===== src/include/blc_cfg.svh =====
`ifndef BLC_CFG_SVH
`define BLC_CFG_SVH

// ****************************************
// register offsets
// ****************************************
`define BLC_OFS_RUN_CTRL     8'h01
`define BLC_OFS_GEN_CTRL     8'h02
`define BLC_OFS_RAMP_HYST    8'h03
`define BLC_OFS_BRI_LOW      8'h04
`define BLC_OFS_BRI_HIGH     8'h05
`define BLC_OFS_SINK_EN      8'h08
`define BLC_OFS_DUTY_LOW     8'h12
`define BLC_OFS_DUTY_HIGH    8'h13
`define BLC_OFS_ONOFF_TIME   8'h14
`define BLC_OFS_FULL_SCALE   8'h15

// ****************************************
// field positions
// ****************************************
`define BLC_RUN_BIT          0
`define BLC_PWM_EN_BIT       0
`define BLC_SHAPE_EXP_BIT    1
`define BLC_PWM_LOW_BIT      2
`define BLC_MAP_LIN_BIT      3
`define BLC_RAMP_SEL_MSB     6
`define BLC_RAMP_SEL_LSB     3
`define BLC_HYST_MSB         2
`define BLC_HYST_LSB         0
`define BLC_FS_MSB           7
`define BLC_FS_LSB           3
`define BLC_SLOPE_MSB        2
`define BLC_SLOPE_LSB        0

// ****************************************
// reset values
// ****************************************
`define BLC_RST_RUN_CTRL     8'h00
`define BLC_RST_GEN_CTRL     8'h00
`define BLC_RST_RAMP_HYST    8'h00
`define BLC_RST_BRI_LOW      8'h00
`define BLC_RST_BRI_HIGH     8'h00
`define BLC_RST_SINK_EN      8'h00
`define BLC_RST_ONOFF_TIME   8'h44
`define BLC_RST_FULL_SCALE   8'h00

// ****************************************
// timing
// ****************************************
`define BLC_SYS_CLK_MHZ      200
`define BLC_SAMPLE_MHZ       20
`define BLC_SAMPLE_DIV       (`BLC_SYS_CLK_MHZ / `BLC_SAMPLE_MHZ)
`define BLC_PWM_TIMEOUT_US   20000
`define BLC_ONOFF_BASE_US    512
`define BLC_RAMP_STEPS       256
`define BLC_SLOPE_BASE_NS    500

`endif


===== src/logic/blc_unused_placeholder_none.sv =====
`timescale 1ns/1ps


===== src/include/blc_pkg.sv =====
package blc_pkg;

  // backlight power sequencing states
  typedef enum logic [1:0] {
    BLC_STANDBY,
    BLC_RAMP_ON,
    BLC_RUN,
    BLC_RAMP_OFF
  } blc_state_t;

endpackage


===== src/logic/blc_dimming_top.sv =====
`timescale 1ns/1ps
`include "blc_cfg.svh"

module blc_dimming_top #(
  parameter int unsigned CYC_PER_US      = `BLC_SYS_CLK_MHZ,
  parameter int unsigned TIMEOUT_SAMPLES =
    `BLC_PWM_TIMEOUT_US * `BLC_SAMPLE_MHZ
) (
  input  wire logic        sys_clk,
  input  wire logic        rst_n,
  input  wire logic        regWrEn,
  input  wire logic [7:0]  regAddr,
  input  wire logic [7:0]  regWrData,
  output logic      [7:0]  regRdData,
  input  wire logic        pwmIn,
  output logic      [15:0] channelSinkCurrent,
  output logic      [4:0]  fullScaleSinkCurrent,
  output logic      [7:0]  sinkEnable,
  output logic             boostEnable
);

  initial begin
    if (CYC_PER_US < 1 || CYC_PER_US > 1000)
      $error("blc_dimming_top: CYC_PER_US out of range");
    if (TIMEOUT_SAMPLES < 2 || TIMEOUT_SAMPLES > 1000000)
      $error("blc_dimming_top: TIMEOUT_SAMPLES out of range");
  end

  // ****************************************
  // registers
  // ****************************************
  logic [7:0]  runCtrl_reg;
  logic [7:0]  genCtrl_reg;
  logic [7:0]  rampHyst_reg;
  logic [7:0]  briLow_reg;
  logic [7:0]  briHigh_reg;
  logic [7:0]  sinkEn_reg;
  logic [7:0]  onOffTime_reg;
  logic [7:0]  fullScale_reg;
  logic [10:0] code_reg;

  logic        wrRun;
  logic        wrGen;
  logic        wrRamp;
  logic        wrLow;
  logic        wrHigh;
  logic        wrSink;
  logic        wrOnOff;
  logic        wrFull;

  assign wrRun   = regWrEn && regAddr == `BLC_OFS_RUN_CTRL;
  assign wrGen   = regWrEn && regAddr == `BLC_OFS_GEN_CTRL;
  assign wrRamp  = regWrEn && regAddr == `BLC_OFS_RAMP_HYST;
  assign wrLow   = regWrEn && regAddr == `BLC_OFS_BRI_LOW;
  assign wrHigh  = regWrEn && regAddr == `BLC_OFS_BRI_HIGH;
  assign wrSink  = regWrEn && regAddr == `BLC_OFS_SINK_EN;
  assign wrOnOff = regWrEn && regAddr == `BLC_OFS_ONOFF_TIME;
  assign wrFull  = regWrEn && regAddr == `BLC_OFS_FULL_SCALE;

  // control registers, defaults after reset
  always_ff @(posedge sys_clk) begin
    if (!rst_n) begin
      runCtrl_reg   <= `BLC_RST_RUN_CTRL;
      genCtrl_reg   <= `BLC_RST_GEN_CTRL;
      rampHyst_reg  <= `BLC_RST_RAMP_HYST;
      briLow_reg    <= `BLC_RST_BRI_LOW;
      briHigh_reg   <= `BLC_RST_BRI_HIGH;
      sinkEn_reg    <= `BLC_RST_SINK_EN;
      onOffTime_reg <= `BLC_RST_ONOFF_TIME;
      fullScale_reg <= `BLC_RST_FULL_SCALE;
    end else begin
      if (wrRun)   runCtrl_reg   <= regWrData;
      if (wrGen)   genCtrl_reg   <= regWrData;
      if (wrRamp)  rampHyst_reg  <= regWrData;
      if (wrLow)   briLow_reg    <= regWrData;
      if (wrHigh)  briHigh_reg   <= regWrData;
      if (wrSink)  sinkEn_reg    <= regWrData;
      if (wrOnOff) onOffTime_reg <= regWrData;
      if (wrFull)  fullScale_reg <= regWrData;
    end
  end

  // low bits wait in their register until the high byte lands
  always_ff @(posedge sys_clk) begin
    if (!rst_n) code_reg <= 11'h000;
    else if (wrHigh) code_reg <= {regWrData, briLow_reg[2:0]};
  end

  // ****************************************
  // pwm measurement
  // ****************************************
  logic [3:0]  sampleDiv_reg;
  logic        sampleEn;
  logic        pwmActive;
  logic [10:0] measDuty;
  logic        noPulse;
  logic        pwmEn;

  assign sampleEn  = (sampleDiv_reg == 4'(`BLC_SAMPLE_DIV - 1));
  assign pwmActive = pwmIn ^ genCtrl_reg[`BLC_PWM_LOW_BIT];
  assign pwmEn     = genCtrl_reg[`BLC_PWM_EN_BIT];

  // 20MHz sampling enable from the system clock
  always_ff @(posedge sys_clk) begin
    if (!rst_n || sampleEn) sampleDiv_reg <= 4'h0;
    else sampleDiv_reg <= sampleDiv_reg + 4'h1;
  end

  blc_duty_meter #(
    .CNT_W           (20),
    .TIMEOUT_SAMPLES (TIMEOUT_SAMPLES)
  ) uDutyMeter (
    .clk       (sys_clk),
    .rst_n     (rst_n),
    .sampleEn  (sampleEn),
    .pwmActive (pwmActive),
    .dutyCode  (measDuty),
    .noPulse   (noPulse)
  );

  // ****************************************
  // hysteresis and duty slope
  // ****************************************
  logic [10:0] heldDuty_reg;
  logic        dirUp_reg;
  logic [10:0] hystLsb;
  logic [10:0] riseAmt;
  logic [10:0] fallAmt;
  logic [10:0] slewDuty;
  logic [31:0] slopePeriod;

  assign hystLsb = {7'h0, rampHyst_reg[`BLC_HYST_MSB:`BLC_HYST_LSB], 1'b0};
  assign riseAmt = measDuty - heldDuty_reg;
  assign fallAmt = heldDuty_reg - measDuty;
  // fixed slope per LSB, so time grows with the size of the change
  assign slopePeriod = 32'((`BLC_SLOPE_BASE_NS * CYC_PER_US + 999) / 1000)
    << fullScale_reg[`BLC_SLOPE_MSB:`BLC_SLOPE_LSB];

  // reversal needs the margin; same direction follows at once
  always_ff @(posedge sys_clk) begin
    if (!rst_n) begin
      heldDuty_reg <= 11'h000;
      dirUp_reg    <= 1'b1;
    end else if (measDuty > heldDuty_reg) begin
      if (dirUp_reg || riseAmt >= hystLsb) begin
        heldDuty_reg <= measDuty;
        dirUp_reg    <= 1'b1;
      end
    end else if (measDuty < heldDuty_reg) begin
      if (!dirUp_reg || fallAmt >= hystLsb) begin
        heldDuty_reg <= measDuty;
        dirUp_reg    <= 1'b0;
      end
    end
  end

  blc_slew #(.W(11)) uDutySlope (
    .clk    (sys_clk),
    .rst_n  (rst_n),
    .period (slopePeriod),
    .step   (11'h001),
    .target (heldDuty_reg),
    .value  (slewDuty)
  );

  // ****************************************
  // code to level mapping
  // ****************************************
  logic [19:0] expProd;
  logic [15:0] expFrac;
  logic [3:0]  expInt;
  logic [31:0] fracSq;
  logic [31:0] fracLin;
  logic [31:0] fracQuad;
  logic [17:0] mant;
  logic [25:0] mantShift;
  logic [33:0] expScaled;
  logic [15:0] expLevel;
  logic [27:0] linProd;
  logic [15:0] linLevel;
  logic [15:0] mapLevel;

  // 2^(code*log2 1.003040572) with a quadratic fraction fit, then /500
  assign expProd   = 20'(code_reg) * 20'd287;
  assign expInt    = expProd[19:16];
  assign expFrac   = expProd[15:0];
  assign fracSq    = 32'(expFrac) * 32'(expFrac);
  assign fracLin   = 32'(expFrac) * 32'd43012;
  assign fracQuad  = 32'(fracSq[31:16]) * 32'd22525;
  assign mant      = 18'h10000 + 18'(fracLin[31:16]) + 18'(fracQuad[31:16]);
  assign mantShift = 26'(mant) << expInt;
  assign expScaled = 34'(mantShift) * 34'd131;
  assign expLevel  = (expScaled[33:16] > 18'h0FFFF) ? 16'hFFFF
                   : expScaled[31:16];

  // (3+code)/2050 of full scale, 16-bit fraction
  assign linProd  = 28'(12'(code_reg) + 12'h003) * 28'd32737;
  assign linLevel = (linProd[27:10] > 18'h0FFFF) ? 16'hFFFF
                  : linProd[25:10];

  assign mapLevel = genCtrl_reg[`BLC_MAP_LIN_BIT] ? linLevel
                  : expLevel;

  // ****************************************
  // brightness transition ramp
  // ****************************************
  logic [15:0] lastTarget_reg;
  logic [15:0] rampStep_reg;
  logic [15:0] rampLevel;
  logic [15:0] tgtDiff;
  logic [31:0] rampPeriod;

  // selectable transition time in microseconds
  function automatic logic [31:0] rampTimeUs(input logic [3:0] sel);
    case (sel)
      4'h0:    rampTimeUs = 32'd1;
      4'h1:    rampTimeUs = 32'd2;
      4'h2:    rampTimeUs = 32'd5;
      4'h3:    rampTimeUs = 32'd10;
      4'h4:    rampTimeUs = 32'd20;
      4'h5:    rampTimeUs = 32'd50;
      4'h6:    rampTimeUs = 32'd100;
      4'h7:    rampTimeUs = 32'd500;
      4'h8:    rampTimeUs = 32'd1000;
      4'h9:    rampTimeUs = 32'd2000;
      4'hA:    rampTimeUs = 32'd5000;
      4'hB:    rampTimeUs = 32'd10000;
      4'hC:    rampTimeUs = 32'd50000;
      4'hD:    rampTimeUs = 32'd100000;
      4'hE:    rampTimeUs = 32'd320000;
      default: rampTimeUs = 32'd640000;
    endcase
  endfunction

  assign tgtDiff = (mapLevel > rampLevel) ? mapLevel - rampLevel
                 : rampLevel - mapLevel;
  // at most 256 steps, one LSB each below 256 LSB; the extra cycle per step lets time run up to 256 cycles past the selected one
  assign rampPeriod = (rampTimeUs(rampHyst_reg[`BLC_RAMP_SEL_MSB:
    `BLC_RAMP_SEL_LSB]) * CYC_PER_US) / `BLC_RAMP_STEPS + 32'h1;

  // new target: share the distance into equal steps
  always_ff @(posedge sys_clk) begin
    if (!rst_n) begin
      lastTarget_reg <= 16'h0000;
      rampStep_reg   <= 16'h0001;
    end else if (mapLevel != lastTarget_reg) begin
      lastTarget_reg <= mapLevel;
      rampStep_reg   <= (tgtDiff >> 8) + 16'h0001;
    end
  end

  blc_slew #(.W(16)) uCodeRamp (
    .clk    (sys_clk),
    .rst_n  (rst_n),
    .period (rampPeriod),
    .step   (rampStep_reg),
    .target (mapLevel),
    .value  (rampLevel)
  );

  // ****************************************
  // standby and turn on/off sequencing
  // ****************************************
  blc_pkg::blc_state_t state_reg;
  blc_pkg::blc_state_t state_next;
  logic        runReq;
  logic        codeZero;
  logic [15:0] envelope;
  logic [15:0] envTarget;
  logic [3:0]  envSel;
  logic [31:0] envPeriod;

  assign codeZero = (code_reg == 11'h000);
  // standby whenever the run bit, sinks, code or duty say so
  assign runReq = runCtrl_reg[`BLC_RUN_BIT] && sinkEn_reg != 8'h00
    && !codeZero && !(pwmEn && (noPulse || heldDuty_reg == 11'h000));

  // sequencing between standby and backlight operation
  always_comb begin
    state_next = state_reg;
    case (state_reg)
      blc_pkg::BLC_STANDBY:
        if (runReq) state_next = blc_pkg::BLC_RAMP_ON;
      blc_pkg::BLC_RAMP_ON:
        if (!runReq) state_next = blc_pkg::BLC_RAMP_OFF;
        else if (envelope == 16'hFFFF) state_next = blc_pkg::BLC_RUN;
      blc_pkg::BLC_RUN:
        if (!runReq) state_next = blc_pkg::BLC_RAMP_OFF;
      blc_pkg::BLC_RAMP_OFF:
        if (runReq) state_next = blc_pkg::BLC_RAMP_ON;
        else if (envelope == 16'h0000) state_next = blc_pkg::BLC_STANDBY;
      default: state_next = blc_pkg::BLC_STANDBY;
    endcase
  end

  always_ff @(posedge sys_clk) begin
    if (!rst_n) state_reg <= blc_pkg::BLC_STANDBY;
    else state_reg <= state_next;
  end

  assign envTarget = (state_reg == blc_pkg::BLC_RAMP_ON ||
                      state_reg == blc_pkg::BLC_RUN) ? 16'hFFFF : 16'h0000;
  assign envSel = (envTarget == 16'hFFFF) ? onOffTime_reg[7:4]
                : onOffTime_reg[3:0];
  // base time doubles per option; 256 steps across the ramp
  assign envPeriod = (32'(`BLC_ONOFF_BASE_US) * CYC_PER_US
    / `BLC_RAMP_STEPS) << envSel;

  blc_slew #(.W(16)) uEnvelope (
    .clk    (sys_clk),
    .rst_n  (rst_n),
    .period (envPeriod),
    .step   (16'h0100),
    .target (envTarget),
    .value  (envelope)
  );

  // ****************************************
  // final level and outputs
  // ****************************************
  logic [11:0] dutyScale;
  logic [27:0] dutyProd;
  logic [15:0] dimLevel;
  logic [31:0] envSq;
  logic [15:0] envShaped;
  logic [31:0] finalProd;
  logic [7:0]  rdMux;

  // 2047 counts as exactly one so full duty costs nothing
  assign dutyScale = !pwmEn ? 12'h800
    : (slewDuty == 11'h7FF) ? 12'h800 : {1'b0, slewDuty};
  assign dutyProd  = 28'(rampLevel) * 28'(dutyScale);
  assign dimLevel  = dutyProd[26:11];
  // squared envelope is a cheap stand-in for an exponential shape
  assign envSq     = 32'(envelope) * 32'(envelope);
  assign envShaped = genCtrl_reg[`BLC_SHAPE_EXP_BIT] ? envSq[31:16]
                   : envelope;
  assign finalProd = 32'(dimLevel) * 32'(envShaped);

  // read mux; unmapped offsets read zero
  always_comb begin
    case (regAddr)
      `BLC_OFS_RUN_CTRL:   rdMux = runCtrl_reg;
      `BLC_OFS_GEN_CTRL:   rdMux = genCtrl_reg;
      `BLC_OFS_RAMP_HYST:  rdMux = rampHyst_reg;
      `BLC_OFS_BRI_LOW:    rdMux = briLow_reg;
      `BLC_OFS_BRI_HIGH:   rdMux = briHigh_reg;
      `BLC_OFS_SINK_EN:    rdMux = sinkEn_reg;
      `BLC_OFS_DUTY_LOW:   rdMux = measDuty[7:0];
      `BLC_OFS_DUTY_HIGH:  rdMux = {5'h00, measDuty[10:8]};
      `BLC_OFS_ONOFF_TIME: rdMux = onOffTime_reg;
      `BLC_OFS_FULL_SCALE: rdMux = fullScale_reg;
      default:             rdMux = 8'h00;
    endcase
  end

  // registered outputs; code zero cuts sinks and boost at once
  always_ff @(posedge sys_clk) begin
    if (!rst_n) begin
      regRdData            <= 8'h00;
      channelSinkCurrent   <= 16'h0000;
      fullScaleSinkCurrent <= 5'h00;
      sinkEnable           <= 8'h00;
      boostEnable          <= 1'b0;
    end else begin
      regRdData            <= rdMux;
      fullScaleSinkCurrent <=
        fullScale_reg[`BLC_FS_MSB:`BLC_FS_LSB];
      if (state_reg == blc_pkg::BLC_STANDBY || codeZero) begin
        channelSinkCurrent <= 16'h0000;
        sinkEnable         <= 8'h00;
        boostEnable        <= 1'b0;
      end else begin
        channelSinkCurrent <= finalProd[31:16];
        sinkEnable         <= sinkEn_reg;
        boostEnable        <= !(pwmEn && noPulse);
      end
    end
  end

endmodule


===== src/logic/blc_slew.sv =====
`timescale 1ns/1ps

// rate limiter: moves value toward target by at most step per period
module blc_slew #(
  parameter int unsigned W = 16
) (
  input  wire logic         clk,
  input  wire logic         rst_n,
  input  wire logic [31:0]  period,
  input  wire logic [W-1:0] step,
  input  wire logic [W-1:0] target,
  output logic      [W-1:0] value
);

  initial begin
    if (W < 2) $error("blc_slew: width too small");
  end

  logic [31:0]  tickCnt_reg;
  logic         tick;
  logic [W-1:0] diffUp;
  logic [W-1:0] diffDn;

  assign tick   = (tickCnt_reg >= period - 32'h1);
  assign diffUp = target - value;
  assign diffDn = value - target;

  // period counter; a shortened period takes effect at once
  always_ff @(posedge clk) begin
    if (!rst_n || tick) tickCnt_reg <= 32'h0;
    else tickCnt_reg <= tickCnt_reg + 32'h1;
  end

  // never overshoot: last step is clipped to the remaining distance
  always_ff @(posedge clk) begin
    if (!rst_n) value <= '0;
    else if (tick && target > value)
      value <= (diffUp <= step) ? target : value + step;
    else if (tick && target < value)
      value <= (diffDn <= step) ? target : value - step;
  end

endmodule


===== src/logic/blc_duty_meter.sv =====
`timescale 1ns/1ps

// duty meter: counts samples of active time and period, divides to 11 bits
module blc_duty_meter #(
  parameter int unsigned CNT_W           = 20,
  parameter int unsigned TIMEOUT_SAMPLES = 400000
) (
  input  wire logic        clk,
  input  wire logic        rst_n,
  input  wire logic        sampleEn,
  input  wire logic        pwmActive,
  output logic      [10:0] dutyCode,
  output logic             noPulse
);

  initial begin
    if (TIMEOUT_SAMPLES >= (2**CNT_W)) $error("blc_duty_meter: CNT_W");
  end

  logic [CNT_W-1:0]    highCnt_reg;
  logic [CNT_W-1:0]    perCnt_reg;
  logic [CNT_W-1:0]    idleCnt_reg;
  logic [CNT_W-1:0]    divisor_reg;
  logic [CNT_W+10:0]   rem_reg;
  logic [3:0]          bitIdx_reg;
  logic                busy_reg;
  logic                prev_reg;
  logic [10:0]         quot_reg;
  logic                riseEdge;
  logic                anyEdge;
  logic [CNT_W+10:0]   shifted;
  logic [CNT_W+10:0]   numer;

  assign riseEdge = sampleEn && pwmActive && !prev_reg;
  assign anyEdge  = sampleEn && (pwmActive != prev_reg);
  assign shifted  = {11'h0, divisor_reg} << bitIdx_reg;
  // active samples times 2047, so full period maps to full scale
  assign numer    = ({11'h0, highCnt_reg} << 11) - {11'h0, highCnt_reg};

  // sample counting; a rising edge closes one period
  always_ff @(posedge clk) begin
    if (!rst_n) begin
      highCnt_reg <= '0;
      perCnt_reg  <= '0;
      prev_reg    <= 1'b0;
    end else if (sampleEn) begin
      prev_reg <= pwmActive;
      if (riseEdge) begin
        highCnt_reg <= {{(CNT_W-1){1'b0}}, 1'b1};
        perCnt_reg  <= {{(CNT_W-1){1'b0}}, 1'b1};
      end else if (perCnt_reg != '1) begin
        perCnt_reg  <= perCnt_reg + 1'b1;
        highCnt_reg <= highCnt_reg + {{(CNT_W-1){1'b0}}, pwmActive};
      end
    end
  end

  // restoring division, one quotient bit per clock
  always_ff @(posedge clk) begin
    if (!rst_n) begin
      busy_reg    <= 1'b0;
      bitIdx_reg  <= 4'h0;
      rem_reg     <= '0;
      divisor_reg <= '0;
      quot_reg    <= 11'h0;
      dutyCode    <= 11'h000;
    end else if (riseEdge && !busy_reg && perCnt_reg != '0) begin
      busy_reg    <= 1'b1;
      bitIdx_reg  <= 4'hA;
      rem_reg     <= numer;
      divisor_reg <= perCnt_reg;
      quot_reg    <= 11'h0;
    end else if (busy_reg) begin
      if (rem_reg >= shifted) begin
        rem_reg            <= rem_reg - shifted;
        quot_reg[bitIdx_reg] <= 1'b1;
      end
      if (bitIdx_reg == 4'h0) begin
        busy_reg <= 1'b0;
        dutyCode <= (rem_reg >= shifted) ? (quot_reg | 11'h001) : quot_reg;
      end else begin
        bitIdx_reg <= bitIdx_reg - 4'h1;
      end
    end
  end

  // no edge for the timeout: stuck active keeps the last duty and clears no pulse, stuck idle no pulse
  always_ff @(posedge clk) begin
    if (!rst_n) begin
      idleCnt_reg <= '0;
      noPulse     <= 1'b1;
    end else if (anyEdge) begin
      idleCnt_reg <= '0;
      noPulse     <= 1'b0;
    end else if (sampleEn) begin
      if (idleCnt_reg < CNT_W'(TIMEOUT_SAMPLES))
        idleCnt_reg <= idleCnt_reg + 1'b1;
      else
        noPulse <= !pwmActive;
    end
  end

endmodule


===== config.mk =====
export PLATFORM = sky130hd
export DESIGN_NAME = blc_dimming_top
export DESIGN_NICKNAME = d
export VERILOG_FILES = /design/src/logic/blc_unused_placeholder_none.sv /design/src/include/blc_pkg.sv /design/src/logic/blc_dimming_top.sv /design/src/logic/blc_slew.sv /design/src/logic/blc_duty_meter.sv
export VERILOG_INCLUDE_DIRS = /design/src /design/src/include
export SDC_FILE = /design/constraint.sdc
export NUM_CORES = 2
export LEC_CHECK = 0
export ABC_AREA = 1
export BUFFER_PORTS_ARGS = -buffer_cell sky130_fd_sc_hd__buf_2
export CORE_MARGIN = 5
export CORE_UTILIZATION = 37
export DETAILED_ROUTE_END_ITERATION = 8
export PLACE_DENSITY = 0.59
export SYNTH_ARGS = -nofsm -noshare
export SYNTH_HDL_FRONTEND = slang
export SYNTH_SLANG_ARGS = --single-unit

===== constraint.sdc =====
create_clock -name sys_clk -period 31.9 [get_ports sys_clk]
set_input_delay 1.595 -clock sys_clk [delete_from_list [all_inputs] [get_ports sys_clk]]
set_output_delay 1.595 -clock sys_clk [all_outputs]
set_load 0.005 [all_outputs]

==> impl_results.rst <==
.. list-table::
   :header-rows: 1

   * - Metric
     - Value
   * - Die Span Y
     - 453.9 µm
   * - Buffers from clock root to sink, at most
     - 3
   * - Crit-path leading delay family
     - adder cells
   * - TritonCTS clock tree
     - built
   * - Total clock sinks
     - 438
   * - Starting density of the core
     - 0.3709
   * - RSZ-0062 raised after global routing
     - no
   * - Number of antenna violations at the first check in global routing
     - 9
   * - Iteration-0 DRC count of the detailed router
     - 4161
   * - CP Data Arrival Time
     - 27.08 ns
   * - Transition time at the pin with the least slew margin
     - 1.284 ns
   * - CP max FO
     - 20
   * - Top-level I/O count
     - 58
   * - Sequential area share after synthesis
     - 0.1202
   * - Wire length per cell after detailed routing
     - 15.90 µm
   * - Syn Inst Count
     - 9569
   * - Top flip-flop cell by instance count after synthesis
     - dfxtp_1
   * - Initial DRT Pass Iterations
     - 5
   * - TNS Setup
     - 0 ns
   * - Synth Warn #
     - 0
   * - Root Buffer
     - clkbuf_16
   * - CTS buffer count
     - 52
   * - PortBufs
     - 57
   * - Number of distinct standard cells referenced by the synthesized netlist
     - 82
   * - Fraction of synthesis flops using an asynchronous set or reset pin
     - 0
   * - Total global-route track usage
     - 0.1891
   * - Total setup buffers inserted after CTS
     - 0
   * - Number of cells traversed by the worst hold path
     - 2
   * - Maximum ir drop on the vdd rail
     - 0.04794 mV
   * - Crit share post-route
     - 0.8309
   * - Number of gates given a new drive strength after cts
     - 0
   * - Cell types with the highest counts after synthesis
     - inv_1 (2017), nand2_1 (1445), ha_1 (1075)
   * - Required time of the critical path
     - 32.47 ns
   * - Most used cell along the critical path
     - inv_1
   * - Htree depth
     - 2
   * - Synth-to-layout area growth
     - 6.676%
   * - Kind of start point of the critical path
     - register
   * - Pin count of the biggest net entering global routing
     - 147
   * - Die width
     - 453.9 µm
   * - Cell depth of the worst flop-to-flop path
     - 119
   * - Clock latency reported for the late side of the worst-skew pair
     - 0.70 ns
   * - Overall overflow remaining after global route
     - 0
   * - Synth top area share
     - 0.2358
   * - Die area
     - 206100 µm²
   * - Half-perimeter wire length after detailed placement
     - 162.1 mm
   * - Finish-stage setup viols
     - 0
   * - Placement row count
     - 163
   * - Leakage power of the design
     - 0.04090 µW
   * - Worst path bufs/invs
     - 26
   * - Number of routed nets with antenna violations
     - 0
   * - Largest clock skew in the final design
     - 0.06322 ns
   * - Post-route cell area
     - 77790 µm²
   * - Max stage delay on crit path
     - 0.78 ns
   * - Final period demand of the worst path
     - 26.51 ns
   * - Type of the worst min-delay path
     - reg2reg
   * - Placement Cell Area
     - 75930 µm²
   * - Post-CTS clock slew at the launch and capture registers of the worst setup and hold paths
     - 0.08 ns
   * - Critical path capture point type
     - register
   * - Critical Setup Path Class
     - reg2reg
   * - Count of filler cells inserted in the layout
     - 20450
   * - Flop and latch count out of synthesis
     - 438
   * - Via count
     - 61120
   * - DRC violations left
     - 0
   * - Status
     - completed
   * - Routability Congestion
     - 0.9242
   * - Max-slew violation count
     - 0
   * - Final Routed Wirelength
     - 193.9 mm
   * - Number of stages on the worst setup path
     - 119
   * - Dominant cell by count in the synthesized netlist
     - inv_1
   * - Number of hold-repair buffers added at the cts stage
     - 0
   * - Mapped Area
     - 72920 µm²
   * - Total power divided by cell area
     - 31.51 nW/µm²
   * - Largest area contributor in the netlist
     - fa_1
   * - Number of max-cap violations
     - 0
   * - Core area
     - 196600 µm²
   * - Share of cells above drive strength 1
     - 0.03926
   * - Achievable Freq
     - 37.73 MHz
   * - Mean post-synth cell area
     - 7.621 µm²
   * - Number of flops mapped to enable cells by yosys
     - 0
   * - Relative slew slack
     - 0.1406
   * - Wire length of the first global-routing pass
     - 323.4 mm
   * - Number of nets at the end of the flow
     - 11470
   * - Avg Vias per Cell
     - 5.010
   * - Critical-path cell with the highest stage delay
     - dfxtp_1
   * - Final hold violations
     - 0
   * - Vias in the first global route
     - 62570
   * - Leading post-synthesis cells by cell area
     - fa_1 (24%), ha_1 (18%), dfxtp_1 (12%)
   * - Total Power
     - 2451 µW
[layout make-up]
type	instances	area (µm²)	area share
antenna	7	17.52	0.0002252
clock buffer	67	1458	0.01874
clock inverter	27	369.1	0.004745
inverter	2054	7712	0.09914
multi-input combinational	6876	55610	0.7149
sequential	438	8768	0.1127
tap	2640	3303	0.04246
timing repair buffer	90	551.8	0.007093
[power breakdown]
group          switching (µW)  internal, µW
Combinational             791           390
Sequential               48.9           568
Clock                     280           374
[layer usage]
layer	wire length, µm	global-route usage	vias up
met5	0	0	-
met4	4622	0.04448	0
met3	8657	0.01863	216
met2	90990	0.3246	1339
met1	89640	0.2566	29420
li1	-	-	30140
[path summary, 6_finish.rpt]
kind	startpoint	end	slack, ns
max reg2reg	code_reg[0]	uCodeRamp.value[10]	5.39
min reg2reg	uDutyMeter.idleCnt_reg[19]	uDutyMeter.idleCnt_reg[19]	0.43
min	uDutyMeter.idleCnt_reg[19]	uDutyMeter.idleCnt_reg[19]	0.43
max	code_reg[0]	uCodeRamp.value[10]	5.39
[cell families (layout without fill, tap and decap cells)]
group	after synthesis	count (layout)	synth area share
buffers and inverters	2289	2238	0.1190
xor gates and xnor gates	355	355	0.04284
muxes	17	17	0.002333
other	2	43	0.0001030
and+or+nand+nor	3050	3050	0.1798
DFF	438	438	0.1202
adders and majority gates	1934	1934	0.4203
AOI/OAI and AO/OA	1484	1484	0.1154
[tightest hold or removal path: stages (launching register included)]
cell,delay [ns]
dfxtp_1,0.30
inv_1,0.06
nor2_1,0.04
[through the flow]
step	utilization	instances	hold WS [ns]	setup WS [ns]
6_report	0.3957	12200	0.4327	5.394
5_1_grt	0.3956	12200	0.4491	3.248
4_1_cts	0.3955	12190	0.4342	5.618
3_5_place_dp	0.3862	12100	0.4277	5.731
3_3_place_gp	0.3862	12100	0.4170	6.201
2_1_floorplan	-	9603	0.4071	9.103
[placed cells by master, fill, tap and decap left out, drive strengths merged, types with 19 or more instances in the layout]
cell / instances
conb: 36
o221ai: 20
fa: 859
nor4: 40
a31oi: 46
or2: 61
a211oi: 33
clkinv: 32
o22ai: 23
a21oi: 661
a21o: 22
nor2: 843
nand3: 350
a221oi: 20
xnor2: 115
xor2: 240
nor3b: 33
o21a: 23
inv: 2040
o211ai: 39
nand2: 1489
nand4: 91
nor3: 119
o21ai: 501
buf: 90
clkbuf: 67
ha: 1075
dfxtp: 438
o21bai: 19
Note: power is estimated with default switching activity, not from simulation.
